File: config.mk
export PLATFORM = sky130hd
export DESIGN_NAME = load_store_transfer_decode
export DESIGN_NICKNAME = d
export VERILOG_FILES = /design/src/verilog/lsd_pkg.sv /design/src/verilog/load_store_transfer_decode.sv /design/src/verilog/operand_addr_gen.sv
export VERILOG_INCLUDE_DIRS = /design/src /design/src/verilog
export SDC_FILE = /design/constraint.sdc
export NUM_CORES = 1
export LEC_CHECK = 0
export BUFFER_PORTS_ARGS = -buffer_cell sky130_fd_sc_hd__buf_2
export CAP_MARGIN = 10
export CORE_ASPECT_RATIO = 1.25
export CORE_MARGIN = 1.5
export CORE_UTILIZATION = 34
export CTS_CLUSTER_SIZE = 8
export DETAILED_ROUTE_END_ITERATION = 7
export SLEW_MARGIN = 5
export SYNTH_ARGS = -nofsm -noshare
export SYNTH_HDL_FRONTEND = slang
export SYNTH_SLANG_ARGS = --single-unit
File: constraint.sdc
create_clock -name ref_clk -period 7.79 [get_ports ref_clk]
set_clock_uncertainty 0.05 [all_clocks]
set_input_delay 0.3895 -clock ref_clk [delete_from_list [all_inputs] [get_ports ref_clk]]
set_output_delay 0.3895 -clock ref_clk [all_outputs]
set_load 0.02 [all_outputs]
File: src/verilog/lsd_consts.svh
// Named constants for the load, store and transfer sequencer.
// Assumes inclusion by bare name from files under verilog/.
`ifndef LSD_CONSTS_SVH
`define LSD_CONSTS_SVH

// Opcodes: loads
`define OPC_LD_ACC_IMM   8'hC4
`define OPC_LD_ACC_DIR   8'hC5
`define OPC_LD_ACC_DIRX  8'hC6
`define OPC_LD_ACC_ABS   8'hC7
`define OPC_LD_ACC_ABSY  8'hD5
`define OPC_LD_ACC_INDX  8'hD6
`define OPC_LD_ACC_INDY  8'hD7
`define OPC_LD_ACC_XIND  8'hD4
`define OPC_LD_ACC_XINC  8'hDB
`define OPC_LD_MEM_IMM   8'hE4
`define OPC_LD_X_IMM     8'h1E
`define OPC_LD_X_DIR     8'hCC
`define OPC_LD_X_DIRY    8'hCD
`define OPC_LD_X_ABS     8'hDC
`define OPC_LD_Y_IMM     8'h3E
`define OPC_LD_Y_DIR     8'hC9
`define OPC_LD_Y_DIRX    8'hD9
`define OPC_LD_Y_ABS     8'hD8
// Opcodes: stores
`define OPC_ST_ACC_DIR   8'hE5
`define OPC_ST_ACC_DIRX  8'hE6
`define OPC_ST_ACC_ABS   8'hE7
`define OPC_ST_ACC_ABSY  8'hF5
`define OPC_ST_ACC_INDX  8'hF6
`define OPC_ST_ACC_INDY  8'hF7
`define OPC_ST_ACC_XIND  8'hF4
`define OPC_ST_ACC_XINC  8'hFB
`define OPC_ST_X_DIR     8'hEC
`define OPC_ST_X_DIRY    8'hED
`define OPC_ST_X_ABS     8'hFC
`define OPC_ST_Y_DIR     8'hE9
`define OPC_ST_Y_DIRX    8'hF9
`define OPC_ST_Y_ABS     8'hF8
// Opcodes: copies and swaps
`define OPC_CP_A_X       8'hE8
`define OPC_CP_A_Y       8'h9F
`define OPC_CP_SP_X      8'hAE
`define OPC_CP_X_A       8'hC8
`define OPC_CP_X_SP      8'h8E
`define OPC_CP_Y_A       8'hBF
`define OPC_SW_A_X       8'hEE
`define OPC_SW_A_Y       8'hDE
`define OPC_SW_MEM_DIR   8'hBC
`define OPC_SW_MEM_DIRX  8'hAD

// Instruction lengths and cycle counts
`define LEN_1            2'h1
`define LEN_2            2'h2
`define LEN_3            2'h3
`define CYC_2            3'h2
`define CYC_3            3'h3
`define CYC_4            3'h4
`define CYC_5            3'h5
`define CYC_6            3'h6
`define CYC_7            3'h7

// Sequencing and reset values
`define STEP_ONE         3'h1
`define STEP_OPND1       3'h1
`define STEP_OPND2       3'h2
`define PC_RESET         16'h0000
`define SP_RESET         8'hFF
`define BYTE_ZERO        8'h00
`define BYTE_ONE         8'h01
`define SIGN_BIT_MASK    8'h80
`define PAGE_HIGH_ZERO   7'h00

`endif

File: src/verilog/lsd_pkg.sv
// Types shared by the load, store and transfer sequencer.
// Assumes nothing beyond a SystemVerilog compiler.
package lsd_pkg;

  typedef enum logic [3:0] {
    AM_IMPLIED, AM_IMM, AM_DIR, AM_DIRX, AM_DIRY,
    AM_ABS, AM_ABSY, AM_INDX, AM_INDY, AM_XIND
  } addr_mode_e;

  typedef enum logic [2:0] {
    OP_NONE, OP_LOAD, OP_STORE, OP_LDMEM, OP_COPY, OP_SWAPREG, OP_SWAPMEM
  } op_kind_e;

  typedef enum logic [1:0] {R_ACC, R_X, R_Y, R_SP} reg_sel_e;

  typedef enum {PH_FETCH, PH_OPERAND, PH_PTR_LO, PH_PTR_HI, PH_DATA, PH_SWAP_WR, PH_WAIT} phase_e;

  typedef struct packed {
    logic       known;
    logic [1:0] len;
    logic [2:0] cycles;
    addr_mode_e mode;
    op_kind_e   kind;
    reg_sel_e   dst;
    reg_sel_e   src;
    logic       xInc;
    logic       setsNz;
  } decode_s;

  typedef struct packed {
    logic [7:0] acc;
    logic [7:0] idxX;
    logic [7:0] idxY;
    logic [7:0] stackPtr;
    logic       flagN;
    logic       flagZ;
  } core_regs_s;

  typedef struct packed {
    logic [15:0] addr;
    logic        rdEn;
    logic        wrEn;
    logic [7:0]  wrData;
  } mem_req_s;

endpackage

File: src/verilog/load_store_transfer_decode.sv
// Load, store, copy and swap sequencer of an 8-bit core.
// Assumes a single-port byte memory that answers a read in the same cycle.
`include "lsd_consts.svh"

module load_store_transfer_decode (
  // Clock and reset
  input  wire logic                ref_clk,
  input  wire logic                sys_rst,
  // Direct page select from the status word
  input  wire logic                dirPageSel,
  // Memory port
  input  wire logic [7:0]          memRdData,
  output lsd_pkg::mem_req_s        memReq,
  // Core state and events
  output lsd_pkg::core_regs_s      coreRegs,
  output logic [15:0]              progCnt,
  output logic                     instrDone,
  output logic                     illegalOp
);

  lsd_pkg::phase_e     phase_r;
  lsd_pkg::phase_e     phase_nxt;
  lsd_pkg::decode_s    dec;
  lsd_pkg::core_regs_s core_r;
  lsd_pkg::core_regs_s core_nxt;
  lsd_pkg::mem_req_s   req_r;
  lsd_pkg::mem_req_s   req_nxt;
  logic [2:0]          cyc_r;
  logic [15:0]         pc_r;
  logic [15:0]         pc_nxt;
  logic [7:0]          opcode_r;
  logic [7:0]          op1_r;
  logic [7:0]          op2_r;
  logic [7:0]          ptrLo_r;
  logic [7:0]          ptrHi_r;
  logic [7:0]          data_r;
  logic [7:0]          o1;
  logic [7:0]          o2;
  logic [7:0]          pL;
  logic [7:0]          pH;
  logic [7:0]          valNow;
  logic [7:0]          srcVal;
  logic [15:0]         ptrAddrLo;
  logic [15:0]         ptrAddrHi;
  logic [15:0]         effAddr;
  logic                isLast;
  logic                needsMem;
  logic                lastOperand;

  function automatic lsd_pkg::decode_s mk(input logic [1:0] l, input logic [2:0] c,
                                          input lsd_pkg::addr_mode_e m, input lsd_pkg::op_kind_e k,
                                          input lsd_pkg::reg_sel_e d, input lsd_pkg::reg_sel_e s,
                                          input logic xi, input logic nz);
    lsd_pkg::decode_s r;
    r = '{known: 1'b1, len: l, cycles: c, mode: m, kind: k, dst: d, src: s, xInc: xi, setsNz: nz};
    return r;
  endfunction

  function automatic lsd_pkg::decode_s decodeOp(input logic [7:0] op);
    lsd_pkg::decode_s d;
    d = mk(`LEN_1, `CYC_2, lsd_pkg::AM_IMPLIED, lsd_pkg::OP_NONE, lsd_pkg::R_ACC, lsd_pkg::R_ACC, 1'b0, 1'b0);
    d.known = 1'b0;
    case (op)
      `OPC_LD_ACC_IMM:  d = mk(`LEN_2, `CYC_2, lsd_pkg::AM_IMM,  lsd_pkg::OP_LOAD, lsd_pkg::R_ACC, lsd_pkg::R_ACC, 1'b0, 1'b1);
      `OPC_LD_ACC_DIR:  d = mk(`LEN_2, `CYC_3, lsd_pkg::AM_DIR,  lsd_pkg::OP_LOAD, lsd_pkg::R_ACC, lsd_pkg::R_ACC, 1'b0, 1'b1);
      `OPC_LD_ACC_DIRX: d = mk(`LEN_2, `CYC_4, lsd_pkg::AM_DIRX, lsd_pkg::OP_LOAD, lsd_pkg::R_ACC, lsd_pkg::R_ACC, 1'b0, 1'b1);
      `OPC_LD_ACC_ABS:  d = mk(`LEN_3, `CYC_4, lsd_pkg::AM_ABS,  lsd_pkg::OP_LOAD, lsd_pkg::R_ACC, lsd_pkg::R_ACC, 1'b0, 1'b1);
      `OPC_LD_ACC_ABSY: d = mk(`LEN_3, `CYC_5, lsd_pkg::AM_ABSY, lsd_pkg::OP_LOAD, lsd_pkg::R_ACC, lsd_pkg::R_ACC, 1'b0, 1'b1);
      `OPC_LD_ACC_INDX: d = mk(`LEN_2, `CYC_6, lsd_pkg::AM_INDX, lsd_pkg::OP_LOAD, lsd_pkg::R_ACC, lsd_pkg::R_ACC, 1'b0, 1'b1);
      `OPC_LD_ACC_INDY: d = mk(`LEN_2, `CYC_6, lsd_pkg::AM_INDY, lsd_pkg::OP_LOAD, lsd_pkg::R_ACC, lsd_pkg::R_ACC, 1'b0, 1'b1);
      `OPC_LD_ACC_XIND: d = mk(`LEN_1, `CYC_3, lsd_pkg::AM_XIND, lsd_pkg::OP_LOAD, lsd_pkg::R_ACC, lsd_pkg::R_ACC, 1'b0, 1'b1);
      `OPC_LD_ACC_XINC: d = mk(`LEN_1, `CYC_4, lsd_pkg::AM_XIND, lsd_pkg::OP_LOAD, lsd_pkg::R_ACC, lsd_pkg::R_ACC, 1'b1, 1'b1);
      `OPC_LD_MEM_IMM:  d = mk(`LEN_3, `CYC_5, lsd_pkg::AM_DIR, lsd_pkg::OP_LDMEM, lsd_pkg::R_ACC, lsd_pkg::R_ACC, 1'b0, 1'b0);
      `OPC_LD_X_IMM:    d = mk(`LEN_2, `CYC_2, lsd_pkg::AM_IMM,  lsd_pkg::OP_LOAD, lsd_pkg::R_X, lsd_pkg::R_X, 1'b0, 1'b1);
      `OPC_LD_X_DIR:    d = mk(`LEN_2, `CYC_3, lsd_pkg::AM_DIR,  lsd_pkg::OP_LOAD, lsd_pkg::R_X, lsd_pkg::R_X, 1'b0, 1'b1);
      `OPC_LD_X_DIRY:   d = mk(`LEN_2, `CYC_4, lsd_pkg::AM_DIRY, lsd_pkg::OP_LOAD, lsd_pkg::R_X, lsd_pkg::R_X, 1'b0, 1'b1);
      `OPC_LD_X_ABS:    d = mk(`LEN_3, `CYC_4, lsd_pkg::AM_ABS,  lsd_pkg::OP_LOAD, lsd_pkg::R_X, lsd_pkg::R_X, 1'b0, 1'b1);
      `OPC_LD_Y_IMM:    d = mk(`LEN_2, `CYC_2, lsd_pkg::AM_IMM,  lsd_pkg::OP_LOAD, lsd_pkg::R_Y, lsd_pkg::R_Y, 1'b0, 1'b1);
      `OPC_LD_Y_DIR:    d = mk(`LEN_2, `CYC_3, lsd_pkg::AM_DIR,  lsd_pkg::OP_LOAD, lsd_pkg::R_Y, lsd_pkg::R_Y, 1'b0, 1'b1);
      `OPC_LD_Y_DIRX:   d = mk(`LEN_2, `CYC_4, lsd_pkg::AM_DIRX, lsd_pkg::OP_LOAD, lsd_pkg::R_Y, lsd_pkg::R_Y, 1'b0, 1'b1);
      `OPC_LD_Y_ABS:    d = mk(`LEN_3, `CYC_4, lsd_pkg::AM_ABS,  lsd_pkg::OP_LOAD, lsd_pkg::R_Y, lsd_pkg::R_Y, 1'b0, 1'b1);
      `OPC_ST_ACC_DIR:  d = mk(`LEN_2, `CYC_4, lsd_pkg::AM_DIR,  lsd_pkg::OP_STORE, lsd_pkg::R_ACC, lsd_pkg::R_ACC, 1'b0, 1'b0);
      `OPC_ST_ACC_DIRX: d = mk(`LEN_2, `CYC_5, lsd_pkg::AM_DIRX, lsd_pkg::OP_STORE, lsd_pkg::R_ACC, lsd_pkg::R_ACC, 1'b0, 1'b0);
      `OPC_ST_ACC_ABS:  d = mk(`LEN_3, `CYC_5, lsd_pkg::AM_ABS,  lsd_pkg::OP_STORE, lsd_pkg::R_ACC, lsd_pkg::R_ACC, 1'b0, 1'b0);
      `OPC_ST_ACC_ABSY: d = mk(`LEN_3, `CYC_6, lsd_pkg::AM_ABSY, lsd_pkg::OP_STORE, lsd_pkg::R_ACC, lsd_pkg::R_ACC, 1'b0, 1'b0);
      `OPC_ST_ACC_INDX: d = mk(`LEN_2, `CYC_7, lsd_pkg::AM_INDX, lsd_pkg::OP_STORE, lsd_pkg::R_ACC, lsd_pkg::R_ACC, 1'b0, 1'b0);
      `OPC_ST_ACC_INDY: d = mk(`LEN_2, `CYC_7, lsd_pkg::AM_INDY, lsd_pkg::OP_STORE, lsd_pkg::R_ACC, lsd_pkg::R_ACC, 1'b0, 1'b0);
      `OPC_ST_ACC_XIND: d = mk(`LEN_1, `CYC_4, lsd_pkg::AM_XIND, lsd_pkg::OP_STORE, lsd_pkg::R_ACC, lsd_pkg::R_ACC, 1'b0, 1'b0);
      `OPC_ST_ACC_XINC: d = mk(`LEN_1, `CYC_4, lsd_pkg::AM_XIND, lsd_pkg::OP_STORE, lsd_pkg::R_ACC, lsd_pkg::R_ACC, 1'b1, 1'b0);
      `OPC_ST_X_DIR:    d = mk(`LEN_2, `CYC_4, lsd_pkg::AM_DIR,  lsd_pkg::OP_STORE, lsd_pkg::R_X, lsd_pkg::R_X, 1'b0, 1'b0);
      `OPC_ST_X_DIRY:   d = mk(`LEN_2, `CYC_5, lsd_pkg::AM_DIRY, lsd_pkg::OP_STORE, lsd_pkg::R_X, lsd_pkg::R_X, 1'b0, 1'b0);
      `OPC_ST_X_ABS:    d = mk(`LEN_3, `CYC_5, lsd_pkg::AM_ABS,  lsd_pkg::OP_STORE, lsd_pkg::R_X, lsd_pkg::R_X, 1'b0, 1'b0);
      `OPC_ST_Y_DIR:    d = mk(`LEN_2, `CYC_4, lsd_pkg::AM_DIR,  lsd_pkg::OP_STORE, lsd_pkg::R_Y, lsd_pkg::R_Y, 1'b0, 1'b0);
      `OPC_ST_Y_DIRX:   d = mk(`LEN_2, `CYC_5, lsd_pkg::AM_DIRX, lsd_pkg::OP_STORE, lsd_pkg::R_Y, lsd_pkg::R_Y, 1'b0, 1'b0);
      `OPC_ST_Y_ABS:    d = mk(`LEN_3, `CYC_5, lsd_pkg::AM_ABS,  lsd_pkg::OP_STORE, lsd_pkg::R_Y, lsd_pkg::R_Y, 1'b0, 1'b0);
      `OPC_CP_A_X:      d = mk(`LEN_1, `CYC_2, lsd_pkg::AM_IMPLIED, lsd_pkg::OP_COPY, lsd_pkg::R_X, lsd_pkg::R_ACC, 1'b0, 1'b1);
      `OPC_CP_A_Y:      d = mk(`LEN_1, `CYC_2, lsd_pkg::AM_IMPLIED, lsd_pkg::OP_COPY, lsd_pkg::R_Y, lsd_pkg::R_ACC, 1'b0, 1'b1);
      `OPC_CP_X_A:      d = mk(`LEN_1, `CYC_2, lsd_pkg::AM_IMPLIED, lsd_pkg::OP_COPY, lsd_pkg::R_ACC, lsd_pkg::R_X, 1'b0, 1'b1);
      `OPC_CP_Y_A:      d = mk(`LEN_1, `CYC_2, lsd_pkg::AM_IMPLIED, lsd_pkg::OP_COPY, lsd_pkg::R_ACC, lsd_pkg::R_Y, 1'b0, 1'b1);
      `OPC_CP_SP_X:     d = mk(`LEN_1, `CYC_2, lsd_pkg::AM_IMPLIED, lsd_pkg::OP_COPY, lsd_pkg::R_X, lsd_pkg::R_SP, 1'b0, 1'b1);
      `OPC_CP_X_SP:     d = mk(`LEN_1, `CYC_2, lsd_pkg::AM_IMPLIED, lsd_pkg::OP_COPY, lsd_pkg::R_SP, lsd_pkg::R_X, 1'b0, 1'b0);
      `OPC_SW_A_X:      d = mk(`LEN_1, `CYC_4, lsd_pkg::AM_IMPLIED, lsd_pkg::OP_SWAPREG, lsd_pkg::R_ACC, lsd_pkg::R_X, 1'b0, 1'b0);
      `OPC_SW_A_Y:      d = mk(`LEN_1, `CYC_4, lsd_pkg::AM_IMPLIED, lsd_pkg::OP_SWAPREG, lsd_pkg::R_ACC, lsd_pkg::R_Y, 1'b0, 1'b0);
      `OPC_SW_MEM_DIR:  d = mk(`LEN_2, `CYC_5, lsd_pkg::AM_DIR,  lsd_pkg::OP_SWAPMEM, lsd_pkg::R_ACC, lsd_pkg::R_ACC, 1'b0, 1'b1);
      `OPC_SW_MEM_DIRX: d = mk(`LEN_2, `CYC_6, lsd_pkg::AM_DIRX, lsd_pkg::OP_SWAPMEM, lsd_pkg::R_ACC, lsd_pkg::R_ACC, 1'b0, 1'b1);
      default: ;
    endcase
    return d;
  endfunction

  function automatic logic [7:0] getReg(input lsd_pkg::core_regs_s c, input lsd_pkg::reg_sel_e s);
    logic [7:0] v;
    case (s)
      lsd_pkg::R_X:  v = c.idxX;
      lsd_pkg::R_Y:  v = c.idxY;
      lsd_pkg::R_SP: v = c.stackPtr;
      default:       v = c.acc;
    endcase
    return v;
  endfunction

  function automatic lsd_pkg::core_regs_s setReg(input lsd_pkg::core_regs_s c, input lsd_pkg::reg_sel_e s,
                                                 input logic [7:0] v);
    lsd_pkg::core_regs_s r;
    r = c;
    case (s)
      lsd_pkg::R_X:  r.idxX = v;
      lsd_pkg::R_Y:  r.idxY = v;
      lsd_pkg::R_SP: r.stackPtr = v;
      default:       r.acc = v;
    endcase
    return r;
  endfunction

  // Opcode is decoded straight off the bus in the fetch cycle
  assign dec         = decodeOp((phase_r == lsd_pkg::PH_FETCH) ? memRdData : opcode_r);
  assign isLast      = cyc_r == (dec.cycles - `STEP_ONE);
  assign lastOperand = cyc_r >= ({1'b0, dec.len} - `STEP_ONE);
  assign needsMem    = (dec.mode != lsd_pkg::AM_IMM) &&
                       (dec.kind inside {lsd_pkg::OP_LOAD, lsd_pkg::OP_STORE, lsd_pkg::OP_LDMEM, lsd_pkg::OP_SWAPMEM});
  assign srcVal      = getReg(core_r, dec.src);

  // Bytes arriving this cycle are used at once to aim the next access
  assign o1 = (phase_r == lsd_pkg::PH_OPERAND && cyc_r == `STEP_OPND1) ? memRdData : op1_r;
  assign o2 = (phase_r == lsd_pkg::PH_OPERAND && cyc_r == `STEP_OPND2) ? memRdData : op2_r;
  assign pL = (phase_r == lsd_pkg::PH_PTR_LO) ? memRdData : ptrLo_r;
  assign pH = (phase_r == lsd_pkg::PH_PTR_HI) ? memRdData : ptrHi_r;
  assign valNow = (phase_r == lsd_pkg::PH_OPERAND || phase_r == lsd_pkg::PH_DATA) ? memRdData : data_r;

  // Immediate-to-memory carries its address in the last byte
  operand_addr_gen u_addr (
    .mode      (dec.mode),
    .dirPageSel(dirPageSel),
    .dirByte   ((dec.kind == lsd_pkg::OP_LDMEM) ? o2 : o1),
    .absHigh   (o2),
    .ptrValue  ({pH, pL}),
    .idxX      (core_r.idxX),
    .idxY      (core_r.idxY),
    .ptrAddrLo (ptrAddrLo),
    .ptrAddrHi (ptrAddrHi),
    .effAddr   (effAddr)
  );

  // Phase sequencing; padding cycles make up the full count
  always_comb begin
    phase_nxt = phase_r;
    if (isLast) begin
      phase_nxt = lsd_pkg::PH_FETCH;
    end else begin
      case (phase_r)
        lsd_pkg::PH_FETCH: begin
          if (dec.len != `LEN_1) phase_nxt = lsd_pkg::PH_OPERAND;
          else if (needsMem)     phase_nxt = lsd_pkg::PH_DATA;
          else                   phase_nxt = lsd_pkg::PH_WAIT;
        end
        lsd_pkg::PH_OPERAND: begin
          if (!lastOperand)                                                    phase_nxt = lsd_pkg::PH_OPERAND;
          else if (dec.mode == lsd_pkg::AM_INDX || dec.mode == lsd_pkg::AM_INDY) phase_nxt = lsd_pkg::PH_PTR_LO;
          else if (needsMem)                                                   phase_nxt = lsd_pkg::PH_DATA;
          else                                                                 phase_nxt = lsd_pkg::PH_WAIT;
        end
        lsd_pkg::PH_PTR_LO: phase_nxt = lsd_pkg::PH_PTR_HI;
        lsd_pkg::PH_PTR_HI: phase_nxt = lsd_pkg::PH_DATA;
        lsd_pkg::PH_DATA:   phase_nxt = (dec.kind == lsd_pkg::OP_SWAPMEM) ? lsd_pkg::PH_SWAP_WR : lsd_pkg::PH_WAIT;
        lsd_pkg::PH_SWAP_WR: phase_nxt = lsd_pkg::PH_WAIT;
        lsd_pkg::PH_WAIT:   phase_nxt = lsd_pkg::PH_WAIT;
        default:            phase_nxt = lsd_pkg::PH_FETCH;
      endcase
    end
  end
  assign pc_nxt = (phase_r == lsd_pkg::PH_FETCH || phase_r == lsd_pkg::PH_OPERAND) ? pc_r + 16'h0001 : pc_r;

  // Memory request for the next cycle, registered
  always_comb begin
    req_nxt = '{addr: pc_nxt, rdEn: 1'b0, wrEn: 1'b0, wrData: `BYTE_ZERO};
    case (phase_nxt)
      lsd_pkg::PH_FETCH, lsd_pkg::PH_OPERAND: req_nxt.rdEn = 1'b1;
      lsd_pkg::PH_PTR_LO: begin
        req_nxt.addr = ptrAddrLo;
        req_nxt.rdEn = 1'b1;
      end
      lsd_pkg::PH_PTR_HI: begin
        req_nxt.addr = ptrAddrHi;
        req_nxt.rdEn = 1'b1;
      end
      lsd_pkg::PH_DATA: begin
        req_nxt.addr = effAddr;
        req_nxt.rdEn = dec.kind inside {lsd_pkg::OP_LOAD, lsd_pkg::OP_SWAPMEM};
        req_nxt.wrEn   = dec.kind inside {lsd_pkg::OP_STORE, lsd_pkg::OP_LDMEM};
        req_nxt.wrData = (dec.kind == lsd_pkg::OP_LDMEM) ? o1 : srcVal;
      end
      lsd_pkg::PH_SWAP_WR: begin
        // old acc goes back to memory
        req_nxt.addr   = req_r.addr;
        req_nxt.wrEn   = 1'b1;
        req_nxt.wrData = core_r.acc;
      end
      default: ;
    endcase
  end

  // Register updates land on the final cycle only
  always_comb begin
    core_nxt = core_r;
    if (isLast) begin
      case (dec.kind)
        lsd_pkg::OP_LOAD, lsd_pkg::OP_SWAPMEM: core_nxt = setReg(core_r, dec.dst, valNow);
        lsd_pkg::OP_COPY:                      core_nxt = setReg(core_r, dec.dst, srcVal);
        lsd_pkg::OP_SWAPREG: begin
          core_nxt     = setReg(core_r, dec.src, core_r.acc);
          core_nxt.acc = srcVal;
        end
        default: ;
      endcase
      if (dec.setsNz) begin
        core_nxt.flagN = (getReg(core_nxt, dec.dst) & `SIGN_BIT_MASK) != `BYTE_ZERO;
        core_nxt.flagZ = getReg(core_nxt, dec.dst) == `BYTE_ZERO;
      end
      if (dec.xInc) core_nxt.idxX = core_r.idxX + `BYTE_ONE;
    end
  end

  always_ff @(posedge ref_clk) begin
    if (sys_rst) begin
      phase_r <= lsd_pkg::PH_FETCH;
      cyc_r   <= 3'h0;
    end else begin
      phase_r <= phase_nxt;
      cyc_r   <= isLast ? 3'h0 : cyc_r + `STEP_ONE;
    end
  end

  always_ff @(posedge ref_clk) begin
    if (sys_rst) begin
      pc_r  <= `PC_RESET;
      req_r <= '{addr: `PC_RESET, rdEn: 1'b1, wrEn: 1'b0, wrData: `BYTE_ZERO};
    end else begin
      pc_r  <= pc_nxt;
      req_r <= req_nxt;
    end
  end

  always_ff @(posedge ref_clk) begin
    if (sys_rst) begin
      opcode_r <= `BYTE_ZERO;
      op1_r    <= `BYTE_ZERO;
      op2_r    <= `BYTE_ZERO;
      ptrLo_r  <= `BYTE_ZERO;
      ptrHi_r  <= `BYTE_ZERO;
      data_r   <= `BYTE_ZERO;
    end else begin
      if (phase_r == lsd_pkg::PH_FETCH) opcode_r <= memRdData;
      op1_r   <= o1;
      op2_r   <= o2;
      ptrLo_r <= pL;
      ptrHi_r <= pH;
      data_r  <= valNow;
    end
  end

  always_ff @(posedge ref_clk) begin
    if (sys_rst) begin
      core_r <= '{acc: `BYTE_ZERO, idxX: `BYTE_ZERO, idxY: `BYTE_ZERO, stackPtr: `SP_RESET,
                  flagN: 1'b0, flagZ: 1'b0};
    end else begin
      core_r <= core_nxt;
    end
  end

  assign memReq    = req_r;
  assign coreRegs  = core_r;
  assign progCnt   = pc_r;
  assign instrDone = isLast && !sys_rst;
  assign illegalOp = (phase_r == lsd_pkg::PH_FETCH) && !dec.known && !sys_rst;
endmodule

File: src/verilog/operand_addr_gen.sv
// Operand address generator: pointer and effective addresses per mode.
// Assumes operand bytes and pointer are already resolved by the caller.
`include "lsd_consts.svh"

module operand_addr_gen (
  // Mode and page
  input  wire lsd_pkg::addr_mode_e mode,
  input  wire logic                dirPageSel,
  // Operand bytes and index registers
  input  wire logic [7:0]          dirByte,
  input  wire logic [7:0]          absHigh,
  input  wire logic [15:0]         ptrValue,
  input  wire logic [7:0]          idxX,
  input  wire logic [7:0]          idxY,
  // Addresses
  output logic      [15:0]         ptrAddrLo,
  output logic      [15:0]         ptrAddrHi,
  output logic      [15:0]         effAddr
);

  logic [7:0] page;
  logic [7:0] ptrOff;

  assign page = {`PAGE_HIGH_ZERO, dirPageSel};
  // Indexed pointer stays inside the page, as does its high byte
  assign ptrOff    = (mode == lsd_pkg::AM_INDX) ? dirByte + idxX : dirByte;
  assign ptrAddrLo = {page, ptrOff};
  assign ptrAddrHi = {page, ptrOff + `BYTE_ONE};

  always_comb begin
    case (mode)
      lsd_pkg::AM_DIR:  effAddr = {page, dirByte};
      lsd_pkg::AM_DIRX: effAddr = {page, dirByte + idxX};
      lsd_pkg::AM_DIRY: effAddr = {page, dirByte + idxY};
      lsd_pkg::AM_ABS:  effAddr = {absHigh, dirByte};
      lsd_pkg::AM_ABSY: effAddr = {absHigh, dirByte} + {`BYTE_ZERO, idxY};
      lsd_pkg::AM_INDX: effAddr = ptrValue;
      lsd_pkg::AM_INDY: effAddr = ptrValue + {`BYTE_ZERO, idxY};
      lsd_pkg::AM_XIND: effAddr = {page, idxX};
      default:          effAddr = {page, dirByte};
    endcase
  end

endmodule
# ---- Yosys cells after proc, flatten, opt, wreduce, memory -nomap -nowiden
# Index checks and enable logic that the tools add are counted.
# W data, S select, Z words.
dict set report classes {
  addsub 10
  n_mul 0
  div 0
  order_cmp 1
  n_eq_ne 81
  shifts 0
  mux 40
  n_bitwise 0
  reduce_logical 24
}
# operator count
set op_table {}
lappend op_table {{$pmux W19 S42} 1}
lappend op_table {{$eq A8 B8 Y1 const B} 40}
lappend op_table {{$eq A32 B3 Y1 const B} 7}
lappend op_table {{$pmux W32 S6} 1}
lappend op_table {{$mux W8} 23}
lappend op_table {{$eq A32 B2 Y1 const B} 5}
lappend op_table {{$pmux W16 S7} 1}
lappend op_table {{$pmux W34 S3} 1}
lappend op_table {{$logic_not A32 Y1} 3}
lappend op_table {{$mux W32} 3}
lappend op_table {{$eq A32 B1 Y1 const B} 2}
lappend op_table {{$pmux W16 S4} 1}
lappend op_table {{$pmux W8 S3} 2}
lappend op_table {{$add A16 B8 Y16} 2}
lappend op_table {{$eq A32 B4 Y1 const B} 1}
lappend op_table {{$pmux W9 S2} 1}
lappend op_table {{$add A16 B1 Y16 const B} 1}
lappend op_table {{$add A8 B1 Y8 const B} 2}
lappend op_table {{$add A8 B8 Y8} 2}
lappend op_table {{$eq A4 B3 Y1 const B} 4}
lappend op_table {{$mux W16} 1}
lappend op_table {{$eq A3 B2 Y1 const B} 3}
lappend op_table {{$eq A3 B3 Y1 const B} 3}
lappend op_table {{$eq A2 B2 Y1 const B} 4}
lappend op_table {{26 further kinds} 42}
dict set report totals {
  reg_bits 159
  latchBits 0
  ramBits 0
  rom_bits 0
  input_bits 11
  output_inout_bits 78
  n_memories 0
}

# ---- Logic depth before layout (Yosys ltp)
# Gate-level depths: netlist (run 1).
dict set report depth {
  depth_word 15
  mapped_depth 28
  mapped_depth_nobuf 20
}

# ---- Modules after synthesis
# From an unflattened synthesis (run 1), not the netlist that was laid out.
dict set report unflattened {
  hier_cells 1389
  hier_area_um2 10677.7
}
# module instances cells_per_inst area_each_um2 seq_area_each_um2
set by_module_without_submodules {}
lappend by_module_without_submodules {load_store_transfer_decode 1 1077 8510.7 2602.5}
lappend by_module_without_submodules {operand_addr_gen 1 312 2167.1 0.0}

# ---- Least setup slack after synthesis (run 1)
# OpenSTA, ideal clock, no wires.
dict set report synth_timing {
  path_kind {register to register}
  from {reg phase_r[2]}
  to {reg req_r, in the netlist memReq[21]}
  arrival_ps 5269
  setup_slack_ps 2340
  path_stages_with_launch 25
  n_path_buf 5
  period_less_slack_ps 5450
  cell_sequence {dfxtp_1 > buf_2 > or3_4 > or4b_2 > o211ai_1 > or4_1 > or3_1 > clkbuf_1 > clkbuf_1 > clkbuf_1 > clkbuf_1 > nand2_1 > o21ai_0 > ha_1 > a21o_1 > a21o_1 > a211oi_1 > o21ai_0 > a21o_1 > o211ai_1 > nor3_1 > xnor2_1 > a311oi_1 > o221a_2 > nor3_1}
}
dict set report synth_between {
  elab_chain_len 14
}
# item line_no
set synth_lines {}
lappend synth_lines {{start, declared} load_store_transfer_decode.sv:21} ;# lsd_pkg::phase_e phase_r;
lappend synth_lines {{start signal, assigned} load_store_transfer_decode.sv:245} ;# phase_r <= lsd_pkg::PH_FETCH;
lappend synth_lines {{start signal, assigned} load_store_transfer_decode.sv:248} ;# phase_r <= phase_nxt;
lappend synth_lines {{parallel branches: the longest is 14 deep, another holds $sub A2 B1 Y3} n/a}
lappend synth_lines {{end signal, assigned} load_store_transfer_decode.sv:256} ;# req_r <= '{addr: `PC_RESET, rdEn: 1'b1, wrEn: 1'b0, wrData: `BYTE_ZERO};
lappend synth_lines {{end signal, assigned} load_store_transfer_decode.sv:259} ;# req_r <= req_nxt;
lappend synth_lines {{end, declared} load_store_transfer_decode.sv:26} ;# lsd_pkg::mem_req_s req_r;
# Parallel ways; which one is timed is not known.
# A chain may end at the register's enable or synchronous reset.

# ---- Worst setup path in the final report (run 1)
dict set report layout_timing {
  from {reg phase_r[0]}
  to {reg req_r, in the netlist memReq[12]}
}
dict set report layout_between {
  elab_chain_len 14
}
# item
set layout_lines {}
lappend layout_lines {{parallel branches: the longest is 14 deep, another holds $add A8 B8 Y8}}
# Parallel ways; which one is timed is not known.

==> results of run 1 <==
flip-flops by register name (all words and copies together) (netlist names):
name      count
ptrLo_r       8
phase_r       3
opcode_r      8
progCnt      16
memReq       26
op1_r         8
data_r        8
coreRegs     34
op2_r         8
ptrHi_r       8
cyc_r         3
final timing paths:
| path | start | slack (ns) | endpoint | depth (start not counted) |
|---|---|---|---|---|
| hold / removal | dirPageSel | 0.38 | memReq[18] | 5 |
| setup / recovery | phase_r[0] | 1.30 | memReq[12] | 18 |
| hold reg to reg | memReq[18] | 0.42 | memReq[18] | 2 |
| setup reg to reg | phase_r[0] | 1.30 | memReq[12] | 18 |
per-layer routing:
metal | global-route usage (%) | part of all wire, % | up-vias
li1 | - | - | 5500
met1 | 35.5 | 41 | 5792
met2 | 45.3 | 47 | 644
met3 | 4.38 | 7.8 | 154
met4 | 14.3 | 4.9 | 0
met5 | 0 | 0 | -
power breakdown:
group          switching, mW  total [mW]  internal (mW)
sequential             0.256        1.06          0.799
combinational           1.32        1.96          0.634
clock                  0.333       0.843          0.510
total                   1.91        3.85           1.94
synthesized netlist by cell type, types with 18 or more instances:
cell type and instances:
clkbuf_1 72, buf_2 25, mux2i_1 59, o22ai_1 23
inv_1 37, dfxtp_1 130, ha_1 34, o211ai_1 18
and3_1 23, nor2_1 191, o21ai_0 71, nand2b_1 19
xor2_1 28, nand3_1 51, nand2_1 138, nor2b_1 23
a21oi_1 76, a22oi_1 22, nor3_1 42, xnor2_1 34
and2_1 19
metrics by stage:
| stage | cell area (um2) | hold slack (ns) | instances | total power, mW | worst slack (ns) |
|---|---|---|---|---|---|
| 2_1_floorplan | 11000 | 0.408 | 1476 | 2.36 | 2.34 |
| 3_3_place_gp | 11700 | 0.411 | 1887 | 2.96 | 1.61 |
| 3_5_place_dp | 11700 | 0.406 | 1887 | 2.96 | 1.51 |
| 4_1_cts | 12300 | 0.374 | 1919 | 3.81 | 1.49 |
| 5_1_grt | 12300 | 0.436 | 1920 | 4.06 | 0.964 |
| 6_report | 12300 | 0.385 | 1920 | 3.85 | 1.30 |
area by class of cell:
type | count | area (um2) | area share (%)
Multi-Input combinational cell | 1199 | 7800 | 63.5
Sequential cell | 130 | 2600 | 21.2
Timing Repair Buffer | 110 | 624 | 5.08
Tap cell | 412 | 515 | 4.19
Clock buffer | 19 | 443 | 3.60
Clock inverter | 13 | 161 | 1.31
Inverter | 37 | 139 | 1.13
worst register-to-register path, stage by stage, from the launching register on:
cell       delay (ns)
dfxtp_1          0.85
or3_4            0.70
mux2_4           0.45
nor2b_1          0.16
nor3_1           0.38
o2111a_1         0.26
nand3_1          0.11
ha_1             0.29
inv_1            0.04
ha_1             0.26
a21o_1           0.16
a21oi_1          0.21
a2111oi_0        0.18
o211a_1          0.23
a2111oi_1        0.73
nand3_1          0.35
nor2_1           0.51
a221oi_1         0.17
a211oi_1         0.29
layout by cell type, fill, tap and decap left out, types with 12 or more instances in the layout:
cell type / instances
nand2_1: 138
and3_1: 23
a211oi_1: 16
inv_1: 37
o211ai_1: 18
a21oi_1: 76
xnor2_1: 34
clkbuf_16: 17
nor4_1: 13
nor2b_1: 23
nand4_1: 13
nand2b_1: 19
nor3_1: 42
or3_1: 12
o22ai_1: 23
nand4b_1: 12
and2_1: 19
ha_1: 34
a21o_1: 15
xor2_1: 28
buf_4: 21
o21ai_0: 71
mux2i_1: 59
dfxtp_1: 130
nor2_1: 191
buf_2: 87
a221oi_1: 13
a31oi_1: 12
nand3_1: 51
a22oi_1: 22
o21a_1: 12
logic make-up after synthesis:
logic type / count (synthesis)
adders and majority gates: 37
muxes: 65
and+or+nand+nor: 622
xor gates and xnor gates: 62
AOI/OAI and AO/OA: 413
buffers and inverters: 147
DFF: 130
==> impl_metrics.toml, run 1 <==
[synthesis]
yosys-top-cells-area = "dfxtp_1 (24%), nor2_1 (6.5%), mux2i_1 (5.4%)"
synth_area_per_cell_um2 = 7.46
synthSimpleGateAreaFrac_pct = 28.6
synthCells = 1476
synth_area_leader_cell = "dfxtp_1"
synth_cell_types = 97
synth_compound_area_share_pct = 26.7
synth_seq_cells = 130
synthMuxAreaShare_pct = 6.15
synth_fa_ha_area_share_pct = 4.41
synthArstFlopShare_pct = 0
synth-xor-area-share_pct = 4.93
synth-warning-count = 0
seq_area_frac_synth_pct = 23.6
synth_edf_count = 0
synth_top_area_share_pct = 23.6
syn_nets = 1524
synth_top_family_by_area = "simple AND/OR/NAND/NOR gates"
syn_area_um2 = 11000
ys.flop_type = "dfxtp_1"

[timing]
timing.final.crit_share_pct = 83.3
setup_tns_ns = 0
maxSlewViolCount = 0
worst_pin_slew_ns = 1.35
slew_headroom_pct = 9.63
setup_violations = 0
finalHoldViolCount = 0
final.min_clock_period_ns = 6.49
rsz0062_at_grt = "false"
clock.fmax_mhz = 154

[setup_path]
crit_chain = "or3_4 -> mux2_4 -> nor2b_1 -> nor3_1 -> o2111a_1 -> nand3_1 -> ha_1 -> inv_1 -> ha_1 -> a21o_1 -> a21oi_1 -> a2111oi_0 -> o211a_1 -> a2111oi_1 -> nand3_1 -> nor2_1 -> a221oi_1 -> a211oi_1"
path_delay_family = "compound AO/OA/AOI/OAI gates"
crit_path_end_kind = "flop"
cp.required_ns = 8.10
worstPathArrival_ns = 6.80
crit_path_max_fanout = 57
cp-start-kind = "flop"
critical_path_class = "flop to flop"
cpPeakStageDelay_ns = 0.85
cp.buffers_inverters = 1
cp_slowest_cell = "dfxtp_1"

[global_route]
grt_first_pass_wirelength_um = 71200
antenna_found_initial = 0
grt_overflow = 0
grt_util_all_layers_pct = 27.9
grt_max_degree = 75
first_global_vias = 11600

[cts]
insertion_delay_ns = 0.45
cts_resized = 0
cts_setup_buffers = 0
cts_buffers = 17
cts_tree = "done"
cts_sinks = 130
hold_buffers = 0
clk_pin_slew_ns = 0.07
cts_root_buf = "clkbuf_16"
cts.path.max_buffers = 2
h-tree-depth = 4

[final_layout]
nFillCells = 3395
postLayoutCoreUtil_pct = 38.6
finalNetCount = 1543
syn2layout_area_growth_pct = 11.6
drive_above_1_share_pct = 12.5
diodes = 0

[floorplan]
core_um2 = 31900
fp.dieW_um = 164
pin_count = 89
die-area_um2 = 33500
start_util_pct = 34.5
rows = 73
die_y_um = 204

[min_path]
hold_path.class = "input pin to flop"

[route]
viasPerCell = 6.30
num_vias = 12100
drc_errors = 0
avgRoutedWirePerCell_um = 24.2
detail-route-antenna-nets = 0
wl_um = 46500
dr.pass1.iters = 8
first_iter_violations = 1167

[run_status]
status = "finished, final reports clean"

[flow_run]
cap_violations = 0

[placed_design]
hpwl_um = 34100
place.gp.congestion = 0.984
io_buffers = 88

[power_and_ir_drop]
irDropWorstVdd_v = 0.000237
p_leak_nw = 4.86
p_per_area_nw_per_um2 = 314
Power figures use the tool's default switching activity.
==> run 2, diff against run 1 <==
==> constraint.sdc (replaced) <==
create_clock -name ref_clk -period 6.6 [get_ports ref_clk]
set_clock_uncertainty 0.05 [all_clocks]
set_input_delay 0.33 -clock ref_clk [delete_from_list [all_inputs] [get_ports ref_clk]]
set_output_delay 0.33 -clock ref_clk [all_outputs]
set_load 0.02 [all_outputs]
==> impl_metrics.toml, run 2 (synthesized netlist as in run 1, its figures left out) <==
[power_and_ir_drop]
irDropWorstVdd_v = 0.000193
p_int_mw = 2.41
sw_frac_of_total_pct = 49.1
switching_power_mw = 2.33
p_leak_nw = 5.03
power_frac_clock_pct = 22.0
p_comb_share_pct = 52.4
total_power_mw = 4.74
p_per_area_nw_per_um2 = 378
p_seq_share_pct = 25.6

[setup_path]
crit_path_end_kind = "flop"
cp.required_ns = 6.89
r2r_cells = 19
rrSetupSlack_ns = 0.42
crit_path_max_fanout = 14
regToRegEndpoint = "memReq[12]"
crit_path_end = "memReq[12]"
r2r-start = "opcode_r[1]"
worstPathArrival_ns = 6.48
cp-start-kind = "flop"
worstSetupStartpoint = "opcode_r[1]"
critical_path_class = "flop to flop"

[final_layout]
postLayoutCoreUtil_pct = 39.4
drive_above_1_share_pct = 14.5
diodes = 0
mostFrequentLayoutCell = "nor2_1"
syn2layout_area_growth_pct = 14.0
largest_reg_flops = 34
finalNetCount = 1574
layout_common_cells = "nor2_1 (191), nand2_1 (138), dfxtp_1 (129), buf_2 (87), a21oi_1 (76)"

[route]
first_iter_violations = 1258
viasPerCell = 6.32
detail-route-antenna-nets = 0
num_vias = 12300
dr.pass1.iters = 6
avgRoutedWirePerCell_um = 24.9
drc_errors = 0
wl_um = 48500

[floorplan]
die_y_um = 204
start_util_pct = 34.5
die-area_um2 = 33500
pin_count = 89
rows = 73
fp.dieW_um = 164
core_um2 = 31900

[timing]
finalHoldViolCount = 0
worst_slack_ns = 0.418
timing.final.crit_share_pct = 93.7
worst_pin_slew_ns = 1.15
final.min_clock_period_ns = 6.18
setup_tns_ns = 0
clock.fmax_mhz = 162
maxSlewViolCount = 0
hold-worst-slack_ns = 0.154
setup_violations = 0
slew_headroom_pct = 22.0
rsz0062_at_grt = "false"

[min_path]
holdPathStages = 3
hold_path.class = "input pin to flop"

[cts]
clk_pin_slew_ns = 0.07
cts_sinks = 130
h-tree-depth = 4
cts_root_buf = "clkbuf_16"
cts_tree = "done"
insertion_delay_ns = 0.44
cts_buffers = 17
cts_setup_buffers = 0
cts.path.max_buffers = 2

[placed_design]
hpwl_um = 35500
place_ws_ns = 0.525
io_buffers = 88
place.gp.congestion = 1.03

[flow_run]
cap_violations = 0

[global_route]
antenna_found_initial = 0
grt_overflow = 0
grt_first_pass_wirelength_um = 73100
grt_util_all_layers_pct = 28.9
first_global_vias = 11800
grt_max_degree = 73

[run_status]
status = "finished, final reports clean"
## run 2: layout make-up
| cell class | count | area (um2) |
|---|---|---|
| fill | 3337 | 19300 |
| timing repair buffer | 139 | 826 |
| sequential | 130 | 2600 |
| tap | 412 | 515 |
| clock inverter | 13 | 183 |
| multi-input combinational | 1201 | 7830 |
| inverter | 37 | 139 |
| clock buffer | 19 | 453 |
## run 2: stage by stage
stage,std cells,instance area (um2)
global placement,1917,11900
CTS,1949,12500
detailed placement,1917,11900
finish,1951,12500
floorplan,1476,11000
global route,1951,12500
## run 2: worst max-delay path: stages (launching register included)
cell       delay (ns)
dfxtp_1          0.79
nor2b_1          0.32
nand3_1          0.28
o22ai_1          0.15
a211oi_1         0.45
nor3b_2          0.58
nand2_1          0.18
nand3_1          0.14
ha_1             0.24
inv_1            0.06
ha_1             0.22
a21o_1           0.16
a21oi_1          0.22
a2111oi_0        0.18
o211a_1          0.19
a2111oi_1        0.62
nand3_1          0.36
nor2_1           0.48
a221oi_1         0.16
a211oi_1         0.26
## run 2: metal layers
layer	GRT usage, %	up-vias	wire [um]
met3	5.38	167	3720
met5	0	-	0
li1	-	5584	-
met4	15.9	0	2640
met1	35.8	5918	19600
met2	46.8	665	22600
## run 2: worst min-delay path by stage
stage / from / end
floorplan: ptrHi_r[5] / ptrHi_r[5]
global placement: coreRegs[1] / coreRegs[1]
detailed placement: memReq[18] / memReq[18]
CTS: memRdData[3] / opcode_r[3]
global route: memRdData[3] / opcode_r[3]
finish: memRdData[3] / opcode_r[3]
## run 2: what timing repair did
item	CTS	global route
resized for setup	0	2
hold buffers	0	0
endpoints found under the hold margin	0	0
endpoints found under the setup margin	0	14
## run 2: power by group through the flow
stage                     sequential, mW  clock (mW)  combinational [mW]
after floorplan                     1.17           0                1.62
after global placement              1.20           0                2.41
after detailed placement            1.20           0                2.41
after CTS                           1.19        1.05                2.42
after global routing                1.22        1.08                2.67
final                               1.21        1.04                2.49
==> run 3, diff against run 2 <==
--- a/config.mk
+++ b/config.mk
@@ -9,10 +9,11 @@
 export BUFFER_PORTS_ARGS = -buffer_cell sky130_fd_sc_hd__buf_2
 export CAP_MARGIN = 10
 export CORE_ASPECT_RATIO = 1.25
-export CORE_MARGIN = 1.5
 export CORE_UTILIZATION = 34
 export CTS_CLUSTER_SIZE = 8
 export DETAILED_ROUTE_END_ITERATION = 7
+export GPL_TIMING_DRIVEN = 0
+export PLACE_DENSITY_LB_ADDON = 0.2
 export SLEW_MARGIN = 5
 export SYNTH_ARGS = -nofsm -noshare
 export SYNTH_HDL_FRONTEND = slang
==> impl_metrics.toml, run 3 (synthesized netlist as in run 1, its figures left out) <==
[route]
wl_um = 54500
detail-route-antenna-nets = 0
num_vias = 12600
drc_errors = 0
avgRoutedWirePerCell_um = 27.2
dr.pass1.iters = 5
first_iter_violations = 1215
viasPerCell = 6.30

[cts]
h-tree-depth = 4
cts_sinks = 130
clk_pin_slew_ns = 0.06
cts_root_buf = "clkbuf_16"
insertion_delay_ns = 0.46
cts_tree = "done"
cts.path.max_buffers = 2
cts_buffers = 17

[timing]
timing.final.crit_share_pct = 96.2
worst_pin_slew_ns = 1.28
final.min_clock_period_ns = 6.35
slew_headroom_pct = 13.8
clock.fmax_mhz = 157
worst_slack_ns = 0.249
maxSlewViolCount = 0
setup_tns_ns = 0
finalHoldViolCount = 0
rsz0062_at_grt = "false"
setup_violations = 0

[power_and_ir_drop]
irDropWorstVdd_v = 0.000214
p_leak_nw = 5.03
p_seq_share_pct = 23.8
power_frac_clock_pct = 20.4
switching_power_mw = 2.49
p_int_mw = 2.38
p_per_area_nw_per_um2 = 384
sw_frac_of_total_pct = 51.1
total_power_mw = 4.87
p_comb_share_pct = 55.9

[final_layout]
design_area_um2 = 12700
diodes = 0
mostFrequentLayoutCell = "nor2_1"
drive_above_1_share_pct = 14.2
layout_common_cells = "nor2_1 (190), nand2_1 (138), dfxtp_1 (129), buf_2 (112), a21oi_1 (74)"
finalNetCount = 1626
syn2layout_area_growth_pct = 15.0
largest_reg_flops = 34
fin_cells = 2003

[floorplan]
die-area_um2 = 33100
start_util_pct = 34.5
fp.dieW_um = 163
rows = 73
pin_count = 89
die_y_um = 203
core_um2 = 31900

[flow_run]
cap_violations = 0

[global_route]
grt_util_all_layers_pct = 32.9
grt_overflow = 0
grt_max_degree = 17
antenna_found_initial = 2
first_global_vias = 12200
grt_first_pass_wirelength_um = 80100

[setup_path]
crit_path_end_kind = "flop"
crit_path_max_fanout = 10
cp-start-kind = "flop"
r2r_cells = 27
critical_path_class = "flop to flop"
cp.required_ns = 6.85
worstPathArrival_ns = 6.60

[placed_design]
io_buffers = 85
dp.cells = 1973
place.gp.congestion = 0.992
postPlaceCellArea_um2 = 12000
hpwl_um = 41900
place_ws_ns = -0.821

[min_path]
hold_path.class = "input pin to flop"
holdPathStages = 5

[run_status]
status = "finished, final reports clean"
==> run 3: changes by cell type in the layout (fill, tap and decap cells not counted), moves of 3 or more <==
cell	previous run	this run
clkbuf_1	0	61
clkbuf_2	0	9
buf_2	87	112
buf_4	52	1
buf_1	0	5
clkinv_4	3	0
buf_6	0	4
==> run 3: cell type report <==
cell class	instances	area, um2
sequential	130	2600
multi-input combinational	1199	7890
inverter	37	139
fill	3414	19200
tap	412	515
clock inverter	11	135
buffer	108	498
clock buffer	21	460
timing repair buffer	85	425
==> run 3: worst max-delay path: stages, from the launching register on <==
cell and delay, ns:
dfxtp_1 0.31, buf_4 0.19, nor3_2 0.17, buf_2 0.29, clkbuf_4 0.31, clkbuf_2 0.32, clkbuf_4 0.34, buf_2 0.28
nand2_1 0.07, o21ai_0 0.11, mux2i_1 0.27, o211ai_1 0.14, nand3_1 0.12, nor3_2 0.06, ha_1 0.29, inv_1 0.04
ha_1 0.26, a21o_1 0.10, a21oi_1 0.12, a2111oi_2 0.48, nand2_1 0.12, nor4_1 0.35, a2111o_1 0.26, nand3_2 0.22
and2_0 0.23, clkbuf_1 0.20, a221oi_1 0.35, nor3_1 0.09
==> run 3: per-layer routing <==
metal / up-vias / global-route usage [%] / part of all wire [%]
li1: 5675 / - / -
met3: 154 / 5.69 / 7.5
met5: - / 0 / 0.024
met2: 677 / 55.1 / 47
met1: 6110 / 40.0 / 40
met4: 2 / 17.3 / 5.0
==> run 3: worst paths after layout <==
| kind | startpoint | slack [ns] | to |
|---|---|---|---|
| max | phase_r[0] | 0.25 | memReq[23] |
| min | dirPageSel | 0.30 | memReq[18] |
| max reg2reg | phase_r[0] | 0.25 | memReq[23] |
| min reg2reg | memReq[18] | 0.41 | memReq[18] |
==> run 3: timing repair <==
item,4_1_cts,5_1_grt
endpoints found under the hold margin,0,0
gates resized for setup,18,27
setup buffers,0,0
pin swaps,0,1
hold buffers,0,0
endpoints found under the setup margin,25,25
==> run 3: power by group through the flow <==
stage | clock network, mW | registers, mW | logic [mW]
after floorplan | 0 | 1.17 | 1.62
after global placement | 0 | 1.16 | 2.61
after detailed placement | 0 | 1.16 | 2.59
after CTS | 0.997 | 1.14 | 2.62
after global routing | 1.03 | 1.16 | 2.88
final | 0.992 | 1.16 | 2.72
==> run 3: stage by stage <==
stage	utilization [%]	hold WS, ns
global route	39.7	0.382
CTS	39.5	0.294
finish	39.7	0.304
global placement	37.5	0.397
floorplan	-	0.408
detailed placement	37.5	0.405
